**src/ofx_pkg.sv**
```systemverilog
// Purpose: Shared constants and types for the operand-format and transfer unit
// Assumes: 16-bit address space, byte-wide memory lanes, big-endian words
// Notes: Operation and addressing-mode codes are local to this block
package ofx_pkg;
	localparam logic [15:0] SHORT_PAGE_BASE = 16'hff00;
	localparam logic [2:0] STACK_REG_IDX = 3'h7;
	localparam logic [15:0] BYTE_STEP = 16'h0001;
	localparam logic [15:0] WORD_STEP = 16'h0002;
	localparam logic [15:0] REG_RESET = 16'h0000;
	localparam int BCD_LO_MSB = 3;
	localparam int BCD_HI_LSB = 4;

	typedef enum logic [3:0]
	{
		OFX_OP_TRANSFER,
		OFX_OP_PUSH,
		OFX_OP_POP,
		OFX_OP_DEC_ADJ_ADD,
		OFX_OP_DEC_ADJ_SUB,
		OFX_OP_WORD_SMALL_INC,
		OFX_OP_WORD_SMALL_DEC,
		OFX_OP_BIT_SET,
		OFX_OP_BIT_CLR,
		OFX_OP_FLAGS_PUSH,
		OFX_OP_FLAGS_POP,
		OFX_OP_PERIPH_OUT,
		OFX_OP_PERIPH_IN
	} ofx_op_e;

	typedef enum logic [2:0]
	{
		OFX_AM_REG,
		OFX_AM_IND,
		OFX_AM_DISP,
		OFX_AM_ABS16,
		OFX_AM_ABS8,
		OFX_AM_IMM,
		OFX_AM_PREDEC,
		OFX_AM_POSTINC
	} ofx_am_e;
endpackage : ofx_pkg

```
**src/ofx_transfer_unit.sv**
```systemverilog
// Purpose: Operand formatting, data transfer and stack moves of the CPU core
// Assumes: Single-cycle memory answer (memRdata valid while the read request stands)
// Notes: Register file holds eight 16-bit registers; half select picks upper or lower byte
`timescale 1ns/1ns
module ofx_transfer_unit
(
	// Clock and reset
	input wire logic core_clk,
	input wire logic rst,
	// Operation request
	input wire logic opValid,
	input wire ofx_pkg::ofx_op_e opCode,
	input wire ofx_pkg::ofx_am_e addrMode,
	input wire logic opWord,
	input wire logic [2:0] regDst,
	input wire logic regDstUpper,
	input wire logic [2:0] regSrc,
	input wire logic regSrcUpper,
	input wire logic [15:0] extWord,
	input wire logic [2:0] bitNum,
	input wire logic halfCarry,
	input wire logic carryIn,
	// Memory bus
	output logic memReq,
	output logic memWrite,
	output logic memWord,
	output logic [15:0] memAddr,
	output logic [15:0] memWdata,
	input wire logic [15:0] memRdata,
	// Status
	output logic [7:0] condFlags,
	output logic opDone,
	output logic opIllegal
);
	typedef enum logic [1:0] {ST_IDLE, ST_READ} ofx_state_e;

	logic [15:0] regFile [8];
	ofx_state_e state_q;
	logic [2:0] ldReg_q;
	logic ldUpper_q;
	logic ldWord_q;
	logic ldFlags_q;
	logic memReq_q, memWrite_q, memWord_q, opDone_q, opIllegal_q;
	logic [15:0] memAddr_q, memWdata_q;
	logic [7:0] condFlags_q;

	// Operand views
	wire logic [15:0] srcWord = regFile[regSrc];
	wire logic [15:0] dstWord = regFile[regDst];
	wire logic [7:0] srcByte = regSrcUpper ? srcWord[15:8] : srcWord[7:0];
	wire logic [7:0] dstByte = regDstUpper ? dstWord[15:8] : dstWord[7:0];
	wire logic [3:0] dstLoDigit = dstByte[ofx_pkg::BCD_LO_MSB:0];
	wire logic [3:0] dstHiDigit = dstByte[7:ofx_pkg::BCD_HI_LSB];

	// Classification
	wire logic isPeriph = opCode == ofx_pkg::OFX_OP_PERIPH_OUT || opCode == ofx_pkg::OFX_OP_PERIPH_IN;
	wire logic isPush = opCode == ofx_pkg::OFX_OP_PUSH;
	wire logic isPop = opCode == ofx_pkg::OFX_OP_POP;
	wire logic isFlagPush = opCode == ofx_pkg::OFX_OP_FLAGS_PUSH;
	wire logic isFlagPop = opCode == ofx_pkg::OFX_OP_FLAGS_POP;
	wire logic isXfer = opCode == ofx_pkg::OFX_OP_TRANSFER;
	wire logic isSmall = opCode == ofx_pkg::OFX_OP_WORD_SMALL_INC || opCode == ofx_pkg::OFX_OP_WORD_SMALL_DEC;
	wire logic stackOp = isPush || isPop || isFlagPush || isFlagPop;
	// Stack ops and small inc/dec are word-only
	wire logic effWord = opWord || stackOp || isSmall;
	wire logic xferPre = isXfer && addrMode == ofx_pkg::OFX_AM_PREDEC;
	wire logic xferPost = isXfer && addrMode == ofx_pkg::OFX_AM_POSTINC;
	wire logic useDec = xferPre || isPush || isFlagPush;
	wire logic useInc = xferPost || isPop || isFlagPop;
	wire logic [2:0] ptrIdx = stackOp ? ofx_pkg::STACK_REG_IDX : regSrc;
	wire logic [15:0] ptrVal = regFile[ptrIdx];
	wire logic [15:0] stepVal = effWord ? ofx_pkg::WORD_STEP : ofx_pkg::BYTE_STEP;
	wire logic [15:0] ptrDec = ptrVal - stepVal;
	wire logic [15:0] ptrInc = ptrVal + stepVal;
	wire logic illegalShort = isXfer && addrMode == ofx_pkg::OFX_AM_ABS8 && opWord;
	wire logic illegal = opValid && (isPeriph || illegalShort);

	// Effective address before word alignment
	logic [15:0] rawAddr;
	always_comb
	begin
		rawAddr = ptrVal;
		if (useDec)
			rawAddr = ptrDec;
		else if (isXfer && addrMode == ofx_pkg::OFX_AM_DISP)
			rawAddr = ptrVal + extWord;
		else if (isXfer && addrMode == ofx_pkg::OFX_AM_ABS16)
			rawAddr = extWord;
		else if (isXfer && addrMode == ofx_pkg::OFX_AM_ABS8)
			rawAddr = ofx_pkg::SHORT_PAGE_BASE | {8'h00, extWord[7:0]};
	end
	// Odd word address silently aligned down, no error
	wire logic [15:0] effAddr = effWord ? {rawAddr[15:1], 1'b0} : rawAddr;

	// Memory direction: pushes and pre-decrement transfers store; pops and other memory-mode transfers load
	wire logic memMode = addrMode != ofx_pkg::OFX_AM_REG && addrMode != ofx_pkg::OFX_AM_IMM;
	wire logic doStore = opValid && !illegal && (isPush || isFlagPush || xferPre);
	wire logic doLoad = opValid && !illegal && (isPop || isFlagPop || (isXfer && memMode && !xferPre));
	wire logic [15:0] storeData = isFlagPush ? {condFlags_q, condFlags_q}
		: (effWord ? srcWord : {srcByte, srcByte});

	// Decimal adjust of packed BCD byte
	wire logic [7:0] adjAdd = dstByte + {(carryIn || dstHiDigit > 4'h9 || (dstHiDigit == 4'h9 && dstLoDigit > 4'h9))
		? 4'h6 : 4'h0, (halfCarry || dstLoDigit > 4'h9) ? 4'h6 : 4'h0};
	wire logic [7:0] adjSub = dstByte - {carryIn ? 4'h6 : 4'h0, halfCarry ? 4'h6 : 4'h0};
	wire logic [7:0] bitMask = 8'h01 << bitNum;

	// Register-side result
	logic regWe;
	logic [7:0] resByte;
	logic [15:0] resWord;
	always_comb
	begin
		regWe = 1'b0;
		resByte = dstByte;
		resWord = dstWord;
		if (opValid && !illegal)
		begin
			case (opCode)
				ofx_pkg::OFX_OP_TRANSFER:
				begin
					regWe = !memMode;
					resByte = addrMode == ofx_pkg::OFX_AM_IMM ? extWord[7:0] : srcByte;
					resWord = addrMode == ofx_pkg::OFX_AM_IMM ? extWord : srcWord;
				end
				ofx_pkg::OFX_OP_DEC_ADJ_ADD: begin regWe = 1'b1; resByte = adjAdd; end
				ofx_pkg::OFX_OP_DEC_ADJ_SUB: begin regWe = 1'b1; resByte = adjSub; end
				ofx_pkg::OFX_OP_WORD_SMALL_INC: begin regWe = 1'b1; resWord = dstWord + (bitNum[1] ? ofx_pkg::WORD_STEP : ofx_pkg::BYTE_STEP); end
				ofx_pkg::OFX_OP_WORD_SMALL_DEC: begin regWe = 1'b1; resWord = dstWord - (bitNum[1] ? ofx_pkg::WORD_STEP : ofx_pkg::BYTE_STEP); end
				ofx_pkg::OFX_OP_BIT_SET: begin regWe = 1'b1; resByte = dstByte | bitMask; end
				ofx_pkg::OFX_OP_BIT_CLR: begin regWe = 1'b1; resByte = dstByte & ~bitMask; end
				default: regWe = 1'b0;
			endcase
		end
	end
	wire logic regIsWord = effWord;
	wire logic ptrWe = opValid && !illegal && (useDec || useInc) && state_q == ST_IDLE;
	wire logic [15:0] ptrNext = useDec ? ptrDec : ptrInc;
	wire logic [15:0] loadWord = memRdata;
	wire logic [15:0] loadMerged = ldUpper_q ? {memRdata[15:8], regFile[ldReg_q][7:0]} : {regFile[ldReg_q][15:8], memRdata[15:8]};

	always_ff @(posedge core_clk)
	begin
		if (rst)
		begin
			for (int i = 0; i < 8; i++)
				regFile[i] <= ofx_pkg::REG_RESET;
		end
		else
		begin
			if (state_q == ST_READ && !ldFlags_q)
				regFile[ldReg_q] <= ldWord_q ? loadWord : loadMerged;
			else if (state_q == ST_IDLE && regWe)
				regFile[regDst] <= regIsWord ? resWord : (regDstUpper ? {resByte, dstWord[7:0]} : {dstWord[15:8], resByte});
			if (ptrWe)
				regFile[ptrIdx] <= ptrNext;
		end
	end

	always_ff @(posedge core_clk)
	begin
		if (rst)
		begin
			state_q <= ST_IDLE;
			memReq_q <= 1'b0;
			memWrite_q <= 1'b0;
			memWord_q <= 1'b0;
			memAddr_q <= 16'h0000;
			memWdata_q <= 16'h0000;
			condFlags_q <= 8'h80;
			opDone_q <= 1'b0;
			opIllegal_q <= 1'b0;
			ldReg_q <= 3'h0;
			ldUpper_q <= 1'b0;
			ldWord_q <= 1'b0;
			ldFlags_q <= 1'b0;
		end
		else
		begin
			memReq_q <= 1'b0;
			memWrite_q <= 1'b0;
			opDone_q <= 1'b0;
			opIllegal_q <= illegal && state_q == ST_IDLE;
			case (state_q)
				ST_IDLE:
				begin
					if (doStore || doLoad)
					begin
						memReq_q <= 1'b1;
						memWrite_q <= doStore;
						memWord_q <= effWord;
						memAddr_q <= effAddr;
						memWdata_q <= storeData;
						ldReg_q <= regDst;
						ldUpper_q <= regDstUpper;
						ldWord_q <= effWord;
						ldFlags_q <= isFlagPop;
						state_q <= doLoad ? ST_READ : ST_IDLE;
						opDone_q <= doStore;
					end
					else
						opDone_q <= opValid && !illegal;
				end
				ST_READ:
				begin
					if (ldFlags_q)
						condFlags_q <= memRdata[15:8];
					opDone_q <= 1'b1;
					state_q <= ST_IDLE;
				end
				default: state_q <= ST_IDLE;
			endcase
		end
	end

	assign memReq = memReq_q;
	assign memWrite = memWrite_q;
	assign memWord = memWord_q;
	assign memAddr = memAddr_q;
	assign memWdata = memWdata_q;
	assign condFlags = condFlags_q;
	assign opDone = opDone_q;
	assign opIllegal = opIllegal_q;
endmodule : ofx_transfer_unit

```
**config.mk**
```make
export PLATFORM = sky130hd
export DESIGN_NAME = ofx_transfer_unit
export DESIGN_NICKNAME = d
export VERILOG_FILES = /design/src/ofx_pkg.sv /design/src/ofx_transfer_unit.sv
export SDC_FILE = /design/constraint.sdc
export NUM_CORES = 1
export LEC_CHECK = 0
export ABC_CLOCK_PERIOD_IN_PS = 4300
export BUFFER_PORTS_ARGS = -buffer_cell sky130_fd_sc_hd__buf_2
export CAP_MARGIN = 20
export CORE_UTILIZATION = 50
export CTS_CLUSTER_SIZE = 28
export DETAILED_ROUTE_END_ITERATION = 7
export PLACE_DENSITY = 0.82
export SYNTH_ARGS = -nofsm -noshare
export SYNTH_HDL_FRONTEND = slang
export SYNTH_SLANG_ARGS = --single-unit
```
**constraint.sdc**
```tcl
create_clock -name core_clk -period 4.3 [get_ports core_clk]
set_input_delay 0.43 -clock core_clk [delete_from_list [all_inputs] [get_ports core_clk]]
set_output_delay 0.43 -clock core_clk [all_outputs]
set_load 0.01 [all_outputs]
```
==> flow_results.org, run 1 <==
** Power and ir drop
- Clock share of power :: 28.0%
- Dividing total power by cell area gives a power density of 302 nW/um^2.
- Psw :: 2.22 mW
- Seq pwr share :: 33.4%
- Switching fraction of total power :: 37.6%
- Internal power component :: 3.70 mW
- IR analysis of the VDD net gives a maximum drop of 371 uV.
- Total power after layout :: 5.92 mW
- Share of power burned in combinational logic :: 38.7%
- Leakage power total :: 7.80 nW

** Run status
- Result of the run :: finished, violations left
- Violations in the final reports :: negative setup slack

** Synthesis
- Of the total synthesized cell area, the portion taken by AND, OR, NAND and NOR gates is 21.1%.
- Yosys mapped the design onto 106 distinct sky130hd cell types.
- #FFs+latches synth :: 179
- For this run, the number of Yosys warnings is 0.
- Number of instances in the synthesized netlist :: 1726
- The largest total area in the synthesized netlist belongs to sky130_fd_sc_hd__edfxtp_1.
- The number of nets in the synthesized netlist is 1830.
- Yosys mapped a number of flops with a built-in enable equal to 128.
- Share of the yosys chip area belonging to registers :: 31.5%
- Of the post-synthesis cell area, the dominant cell type holds 24.9%.
- Avg Inst Size Synth :: 8.94 um^2
- Fraction of the mapped netlist area in compound gates :: 21.5%
- Area share of xor/xnor cells in the synthesized design :: 2.38%
- In the synthesized netlist, mux cells make up 14.4% of the area.
- After synthesis, the largest family of logic cells by area is compound AO/OA/AOI/OAI gates.
- Most instantiated flip-flop cell in the synthesis netlist :: sky130_fd_sc_hd__edfxtp_1
- Netlist area before placement :: 15400 um^2
- Synth Area in Adders :: 4.09%
- After synthesis, the share of flip-flops with an asynchronous set or reset is 0%.
- Sorting the synthesized cells by area gives the leading types as sky130_fd_sc_hd__edfxtp_1 (25%), sky130_fd_sc_hd__mux4_2 (9.3%), sky130_fd_sc_hd__dfxtp_1 (6.6%).

** Clock tree
- CTS H-Tree Depth :: 4
- Clock tree from TritonCTS :: done
- The longest clock path from root to sink contains 2 buffers.
- CTS clock-pin slew for the worst setup and hold paths :: 0.08 ns
- The clock drives 179 sinks.
- Clock buffer count from CTS :: 17
- CTS placed an instance of sky130_fd_sc_hd__clkbuf_16 at the clock tree root.
- Clock latency reported for the late side of the worst-skew pair :: 0.48 ns

** Place
- Including well taps, the total number of placed cells is 2419.
- Buffers placed on the I/O ports in this run total 100.
- Half-perimeter wire length of the detailed placement result :: 52100 um
- Routability cong. :: 1.09

** Routing
- Once detail routing completed, the nets flagged for antenna violations numbered 0.
- Total via count after detailed routing :: 16700
- After detailed routing, the total wire length is 67800 um.
- Per-cell via count in the routed design :: 6.76
- After the first detailed-routing iteration, the DRC count stood at 2543.
- For this run, the detailed router's first-pass iteration total came to 6.
- After detailed routing, the average wire length per cell comes to 27.5 um.
- Drc violations :: 0

** Floorplanning
- Top-level I/O count :: 101
- Once the floorplan was initialized, standard cells occupied 51.4% of the core.
- The die covers 31600 um^2.
- The initialized floorplan defines 63 standard-cell rows.
- Die outline width :: 178 um
- Core Box Area :: 30000 um^2
- DIE HEIGHT :: 178 um

** Global route
- First-pass GRT wire length :: 98000 um
- Via count of the first global-routing pass :: 15500
- Maximum number of pins on one net before global-route repair :: 66
- The initial antenna violation count was 0.
- Across every metal layer, demand over resource in global routing totals 43.1%.
- Overall overflow remaining after global route :: 0

** Worst hold path
- Worst min path class :: input port to flip-flop
- In this run the most critical hold path is launched from memRdata[10].

** Finish
- # nets final :: 2169
- ANT cells :: 0
- Fraction of final layout cells with drive strength greater than 1 :: 32.7%
- The finished layout holds 2468 standard cells, fillers aside.
- Area growth syn-to-layout :: 27.1%
- The library cell used most frequently in the layout, excluding fill and tap cells, is sky130_fd_sc_hd__buf_4.
- The library cells used most frequently in the layout, excluding fill and tap cells, are sky130_fd_sc_hd__buf_4 (320), sky130_fd_sc_hd__nor2_1 (240), sky130_fd_sc_hd__nand2_1 (155), sky130_fd_sc_hd__edfxtp_1 (128), sky130_fd_sc_hd__buf_2 (99).

** Setup path
- The largest single stage delay on the critical path is 0.47 ns.
- The critical path is of the flip-flop to flip-flop type.
- Critical path origin :: regFile[1][9]
- Kind of cell with the highest combined delay on the critical path :: compound AO/OA/AOI/OAI gates
- Sort of element at the start of the critical path :: flip-flop
- Largest fanout on the critical path :: 8
- Critical-path cell list :: mux4_2 -> mux2i_1 -> buf_4 -> nand2_2 -> o21ai_2 -> inv_2 -> o21ai_4 -> o211ai_1 -> a21oi_2 -> buf_6 -> ha_4 -> nand2_4 -> o21ai_4 -> ha_4 -> a21o_1 -> a31oi_4 -> xnor2_2 -> o211ai_1 -> o2111ai_2 -> a32oi_1 -> buf_4 -> a31oi_4 -> buf_12 -> nor2_4
- Slowest library cell on the worst path :: sky130_fd_sc_hd__mux4_2
- Required @ worst endpoint :: 4.64 ns
- The worst setup path is captured at a flip-flop.
- Crit path buf inv count :: 5
- Arrival time reported for the critical path endpoint :: 4.73 ns
- Launching point of the worst reg2reg path :: regFile[1][9]

** Timing
- After layout, the minimum clock period comes to 4.39 ns.
- Across the routed clock network, the largest skew measured is 0.0171 ns.
- Final setup violation count :: 17
- Setup repair after global routing could not meet its margin everywhere.
- Final Worst Setup Slack :: -0.0852 ns
- Fmax achieved :: 228 MHz
- The worst path uses 102% of the clock period.
- Worst slew slack as a fraction of its limit :: 39.5%
- Hold Violations, Final :: 0
- Tightest Pin Transition :: 0.904 ns
- Fin. max-slew vios :: 0

** Flow run
- The tool flagged a number of max-cap violations equal to 0.
==> worst min-delay path, cell delays in order <==
cell	delay, ns
sky130_fd_sc_hd__buf_2	0.13
sky130_fd_sc_hd__nand3_1	0.07
sky130_fd_sc_hd__a21oi_1	0.05
==> final timing paths <==
| check | to | slack, ns | depth (start not counted) |
|---|---|---|---|
| min | condFlags[2] | 0.25 | 3 |
| max | regFile[3][15] | -0.09 | 24 |
| min reg2reg | memAddr[1] | 0.45 | 2 |
| max reg2reg | regFile[3][15] | -0.09 | 24 |
==> power by group through the flow <==
| stage | Sequential [mW] | Combinational (mW) | Clock (mW) |
|---|---|---|---|
| after detailed placement | 2.01 | 2.05 | 0 |
| after floorplan | 2.00 | 1.14 | 0 |
| after CTS | 1.97 | 2.12 | 1.66 |
| after global placement | 2.00 | 2.02 | 0 |
| after global routing | 1.98 | 2.39 | 1.71 |
| final | 1.98 | 2.29 | 1.66 |
==> area by class of cell <==
cell class              instances  area [um^2]
clock buffers                  17          425
clock inverters                15          209
fillers                      2428        10400
inverters                      48          180
multi-input cells            1382        10200
flip-flops and latches        179         4860
well taps                     390          488
repair buffers                437         3220
==> sequential cells by signal, indices dropped and copies added, names as in the netlist, 3 cells and up <==
| name | cells |
|---|---|
| memAddr | 16 |
| memWdata | 16 |
| regFile | 128 |
| ldReg_q | 3 |
| condFlags | 8 |
==> synthesized netlist by cell type, drive strengths merged (5+ instances only) <==
master and instances:
dfxtp 51, o211ai 34, o221ai 14, mux2i 49
a21boi 5, a22oi 12, o22ai 12, xor2 14
o2111ai 8, a21o 17, nand3b 5, edfxtp 128
or4 5, o311ai 11, a21oi 103, nor2 255
or3 20, inv 45, nand2 160, nor4 9
and2 16, mux4 64, nor3b 10, nor3 51
ha 44, o21a 9, o31ai 14, xnor2 27
clkbuf 70, a31oi 16, a311oi 13, o21bai 8
mux2 25, a221o 6, o21ai 96, a221oi 9
nor2b 32, nand2b 41, buf 47, or2 11
nand3 30, nand4 12, a211oi 35, and3 11
==> metrics by stage <==
stage | hold slack [ns] | area [um^2] | TNS [ns] | worst slack, ns | utilization [%]
2_1_floorplan | 0.437 | 15500 | 0 | 0.00413 | -
3_3_place_gp | 0.437 | 18400 | -49.17 | -0.803 | 61.3
3_5_place_dp | 0.443 | 18400 | -56.16 | -0.926 | 61.3
4_1_cts | 0.240 | 19300 | -0.863 | -0.0703 | 64.2
5_1_grt | 0.260 | 19600 | -5.52 | -0.216 | 65.3
6_report | 0.251 | 19600 | -0.937 | -0.0852 | 65.3
==> layer usage <==
layer | up-vias | global-route usage, % | wire length [um]
li1 | 7213 | - | -
met1 | 7948 | 54.6 | 25300
met2 | 1284 | 66.6 | 29600
met3 | 234 | 12.3 | 8800
met4 | 0 | 22.5 | 4130
met5 | - | 0 | 0
==> cells by family (layout without fill, tap and decap cells) <==
kind of cell / count (synthesis) / after routing
and+or+nand+nor: 684 / 684
AOI/OAI and AO/OA: 471 / 471
DFF: 179 / 179
buffers and inverters: 165 / 517
muxes: 138 / 138
adders and majority gates: 48 / 48
xor gates and xnor gates: 41 / 41
==> repair_timing <==
action / in CTS / in global routing
buffers inserted: 10 / 8
hold buffers: 0 / 0
setup endpoints to repair: 80 / 104
gates resized for setup: 37 / 59
endpoints found under the hold margin: 0 / 0
pin swaps: 19 / 45
Note: power is estimated with default switching activity, not from simulation.
==> inputs of run 2 (changes only) <==
==> constraint.sdc (replaced) <==
create_clock -name core_clk -period 4.3 [get_ports core_clk]
set_input_delay 0.215 -clock core_clk [delete_from_list [all_inputs] [get_ports core_clk]]
set_output_delay 0.215 -clock core_clk [all_outputs]
set_load 0.01 [all_outputs]
==> flow_results.org, run 2 (synthesis gave the netlist of run 1 again) <==
** Floorplanning
- The area of the core region came to 30000 um^2 (unchanged).
- DIE HEIGHT :: 178 um (unchanged)
- The I/O pin total is 101 (unchanged).
- The horizontal extent of the die came to 178 um (unchanged).
- Initial standard-cell utilization of the core :: 51.4% (unchanged)
- The die area was 31600 um^2 (unchanged).
- The row count is 63 (unchanged).

** Setup path
- Reg-to-reg setup timing slack :: -0.1 ns (about the same)
- Tracing the worst setup path back leads to its startpoint at regFile[4][9].
- Counting stages on the worst path, the most repeated cell is sky130_fd_sc_hd__buf_4.
- Slowest library cell on the worst path :: sky130_fd_sc_hd__mux4_2
- Arrival time reported for the critical path endpoint :: 4.72 ns (about the same)
- Largest fanout on the critical path :: 8 (unchanged)
- The path depth of the worst reg2reg path came to 23 (-4.2%).
- The worst setup path is launched from a flip-flop.
- In this run the critical register-to-register path is launched from regFile[4][9].
- Kind of cell with the highest combined delay on the critical path :: compound AO/OA/AOI/OAI gates
- The data required time of the critical path was 4.62 ns (-0.02 ns).
- Critical-path cell list :: mux4_2 -> mux2i_4 -> nand2_1 -> o21ai_2 -> buf_4 -> inv_2 -> o21ai_2 -> buf_4 -> nand2b_4 -> nand2_2 -> buf_6 -> ha_2 -> nor3_1 -> a211oi_2 -> buf_4 -> a31oi_4 -> xnor2_2 -> o211ai_1 -> o2111ai_2 -> a32oi_1 -> a31oi_2 -> buf_6 -> nor2_4
- Worst setup EP type :: flip-flop
- The critical path buffer and inverter count is 6 (+1).
- Following the worst setup path forward leads to its endpoint at regFile[0][15].
- The delay of the slowest cell on the worst path was 0.52 ns (+0.05 ns).
- By startpoint and endpoint, the worst setup path is classified as flip-flop to flip-flop.
- Total number of cells along the worst setup path :: 23 (-4.2%)
- Worst r2r dst :: regFile[0][15]

** Timing
- The final period utilization is 102% (+0.25 points).
- The slew at the pin closest to its max-slew limit was 0.959 ns (+0.0559 ns).
- The final period demand of the worst path is 4.40 ns (+0.0109 ns).
- The max-slew violation total from the final report was 0 (unchanged).
- The clock tree skew after final layout was 0.0252 ns (+0.00816 ns).
- The highest attainable clock frequency was 227 MHz (-0.25%).
- The setup slack after layout came to -0.0961 ns (-0.0109 ns).
- The count of final setup violators was 18 (+1).
- Setup repair after global routing could not meet its margin everywhere.
- Worst slew slack as a fraction of its limit :: 35.8% (-3.7 points)
- Hold Violations, Final :: 0 (unchanged)

** Power and ir drop
- Areal power density over the cells :: 308 nW/um^2 (+2.1%)
- The leakage power came to 7.48 nW (-4.2%).
- Clock share of power :: 29.3% (+1.3 points)
- The worst-case vdd ir drop is 393 uV (+5.8%).
- Seq pwr share :: 33.7% (+0.3 points)
- Internal power component :: 3.74 mW (+1.2%)
- Share of power burned in combinational logic :: 36.9% (-1.8 points)
- The switching power of the nets is 2.11 mW (-5.1%).
- The switching share of total power is 36.1% (-1.5 points).

** Global route
- The initial antenna violation count is 1 (+1).
- The via count of the first global-routing pass is 15600 (+0.83%).
- The total global routing track utilization is 43.1% (about the same).
- The final global-route overflow total came to 0 (unchanged).
- First-pass GRT wire length :: 98500 um (+0.58%)
- Maximum number of pins on one net before global-route repair :: 66 (unchanged)

** Finish
- The top cell types in the final layout, fill and taps aside, are sky130_fd_sc_hd__buf_4 (267), sky130_fd_sc_hd__nor2_1 (240), sky130_fd_sc_hd__nand2_1 (159), sky130_fd_sc_hd__edfxtp_1 (128), sky130_fd_sc_hd__buf_2 (99).
- # nets final :: 2113 (-2.6%)
- The area growth from synthesis to layout is 23.1%.
- The core occupancy in the finished layout is 63.2% (-2.1 points).
- Most frequent standard cell in the layout excluding fill and tap cells :: sky130_fd_sc_hd__buf_4
- regFile holds more flip-flops than any other register.
- Finished Layout Cells :: 2412 (-2.3%)
- The share of post-route cells with drive strength above 1 came to 29.5% (-3.2 points).
- ANT cells :: 0 (unchanged)
- The flip-flop count of the largest register, all copies and words added came to 128 (unchanged).

** Place
- Routability cong. :: 1.08 (-1.0%)
- The number of I/O port buffers is 100 (unchanged).
- Half-perimeter wire length of the detailed placement result :: 52400 um (+0.44%)
- Pre-CTS setup slack :: -0.622 ns (+0.304 ns)
- The placed cell count came to 2369 (-2.1%).

** Routing
- The routed wire length is 67600 um (-0.39%).
- Number of detailed-routing iterations run before antenna repair :: 7 (+1)
- The number of DRC markers after the initial detailed-route iteration came to 2575 (+1.3%).
- Total via count after detailed routing :: 16500 (-0.90%)
- The remaining antenna violation count came to 0 (unchanged).
- Final routed wire length divided by cell count :: 28.0 um (+1.9%)
- The mean number of vias per cell came to 6.85 (+1.4%).
- The DRC violations left was 0 (unchanged).

** Clock tree
- CTS clock-pin slew for the worst setup and hold paths :: 0.07 ns (about the same)
- Buffers from clock root to sink, at most :: 2 (unchanged)
- Hold bufs inserted after CTS :: 0 (unchanged)
- In this run the clock root is driven by a sky130_fd_sc_hd__clkbuf_16.
- The level count of the clock H-tree came to 4 (unchanged).
- TritonCTS built the clock tree.
- Clock latency reported for the late side of the worst-skew pair :: 0.47 ns (about the same)
- The count of clock tree sinks came to 179 (unchanged).
- Clock buffer count from CTS :: 17 (unchanged)

** Run status
- The run finished, with violations left.
- The final reports fail on negative setup slack.

** Worst hold path
- Worst min path class :: input port to flip-flop

** Flow run
- The number of max-cap violations was 0 (unchanged).
## run 2: cell count changes in the layout (fill, tap and decap cells not counted), sizes merged
cell      change
bufinv        +3
clkinvlp      +1
inv           -3
buf          -56
clkinv        -1
## run 2: power by group through the flow
stage,combinational [mW],clock [mW],sequential (mW)
global placement,1.94,0,2.00
CTS,2.01,1.71,1.97
finish,2.16,1.72,1.97
detailed placement,1.96,0,2.01
global route,2.26,1.78,1.98
floorplan,1.13,0,2.00
## run 2: worst register-to-register path, stage by stage (launching register included)
cell                        delay [ns]
sky130_fd_sc_hd__edfxtp_1         0.45
sky130_fd_sc_hd__mux4_2           0.52
sky130_fd_sc_hd__mux2i_4          0.23
sky130_fd_sc_hd__nand2_1          0.10
sky130_fd_sc_hd__o21ai_2          0.06
sky130_fd_sc_hd__buf_4            0.13
sky130_fd_sc_hd__inv_2            0.04
sky130_fd_sc_hd__o21ai_2          0.15
sky130_fd_sc_hd__buf_4            0.15
sky130_fd_sc_hd__nand2b_4         0.06
sky130_fd_sc_hd__nand2_2          0.09
sky130_fd_sc_hd__buf_6            0.12
sky130_fd_sc_hd__ha_2             0.24
sky130_fd_sc_hd__nor3_1           0.09
sky130_fd_sc_hd__a211oi_2         0.22
sky130_fd_sc_hd__buf_4            0.17
sky130_fd_sc_hd__a31oi_4          0.09
sky130_fd_sc_hd__xnor2_2          0.15
sky130_fd_sc_hd__o211ai_1         0.26
sky130_fd_sc_hd__o2111ai_2        0.30
sky130_fd_sc_hd__a32oi_1          0.29
sky130_fd_sc_hd__a31oi_2          0.06
sky130_fd_sc_hd__buf_6            0.19
sky130_fd_sc_hd__nor2_4           0.10
## run 2: final cells by class
class | count | area, um^2
flip-flops and latches | 179 | 4860
repair buffers | 381 | 2760
inverters | 48 | 180
well taps | 390 | 488
clock buffers | 17 | 425
clock inverters | 15 | 209
multi-input cells | 1382 | 10100
fillers | 2560 | 11000
## run 2: how the worst min path moves through the flow
stage                       from            to  slack, ns  cells past startpoint
floorplan            memRdata[8]  condFlags[0]       0.36                      2
global placement      memAddr[0]    memAddr[0]       0.44                      2
detailed placement    memAddr[1]    memAddr[1]       0.44                      2
CTS                 memRdata[10]  condFlags[2]       0.05                      3
global route        memRdata[10]  condFlags[2]       0.07                      3
finish              memRdata[10]  condFlags[2]       0.07                      3
## run 2: through the flow
| stage | setup TNS, ns | hold WS [ns] | total power, mW | instance area [um^2] |
|---|---|---|---|---|
| final | -0.719 | 0.0703 | 5.85 | 19000 |
| after CTS | -0.0883 | 0.0461 | 5.70 | 18800 |
| after global routing | -9.24 | 0.0696 | 6.02 | 19000 |
| after detailed placement | -41.02 | 0.443 | 3.97 | 18000 |
| after global placement | -30.58 | 0.436 | 3.94 | 18000 |
| after floorplan | 0 | 0.363 | 3.13 | 15400 |
## run 2: routing by layer
layer  vias up  routed length [um]  global-route usage [%]
met3       282                8560                    10.9
met4         2                4550                    25.1
met2      1289               29900                    66.7
met1      7867               24500                    54.3
li1       7089                   -                       -
met5         -                  16                       0
## run 2: timing repair
item	CTS	global route
gates resized for setup	30	40
setup endpoints to repair	88	80
buffers inserted	4	7
pin swaps	19	26
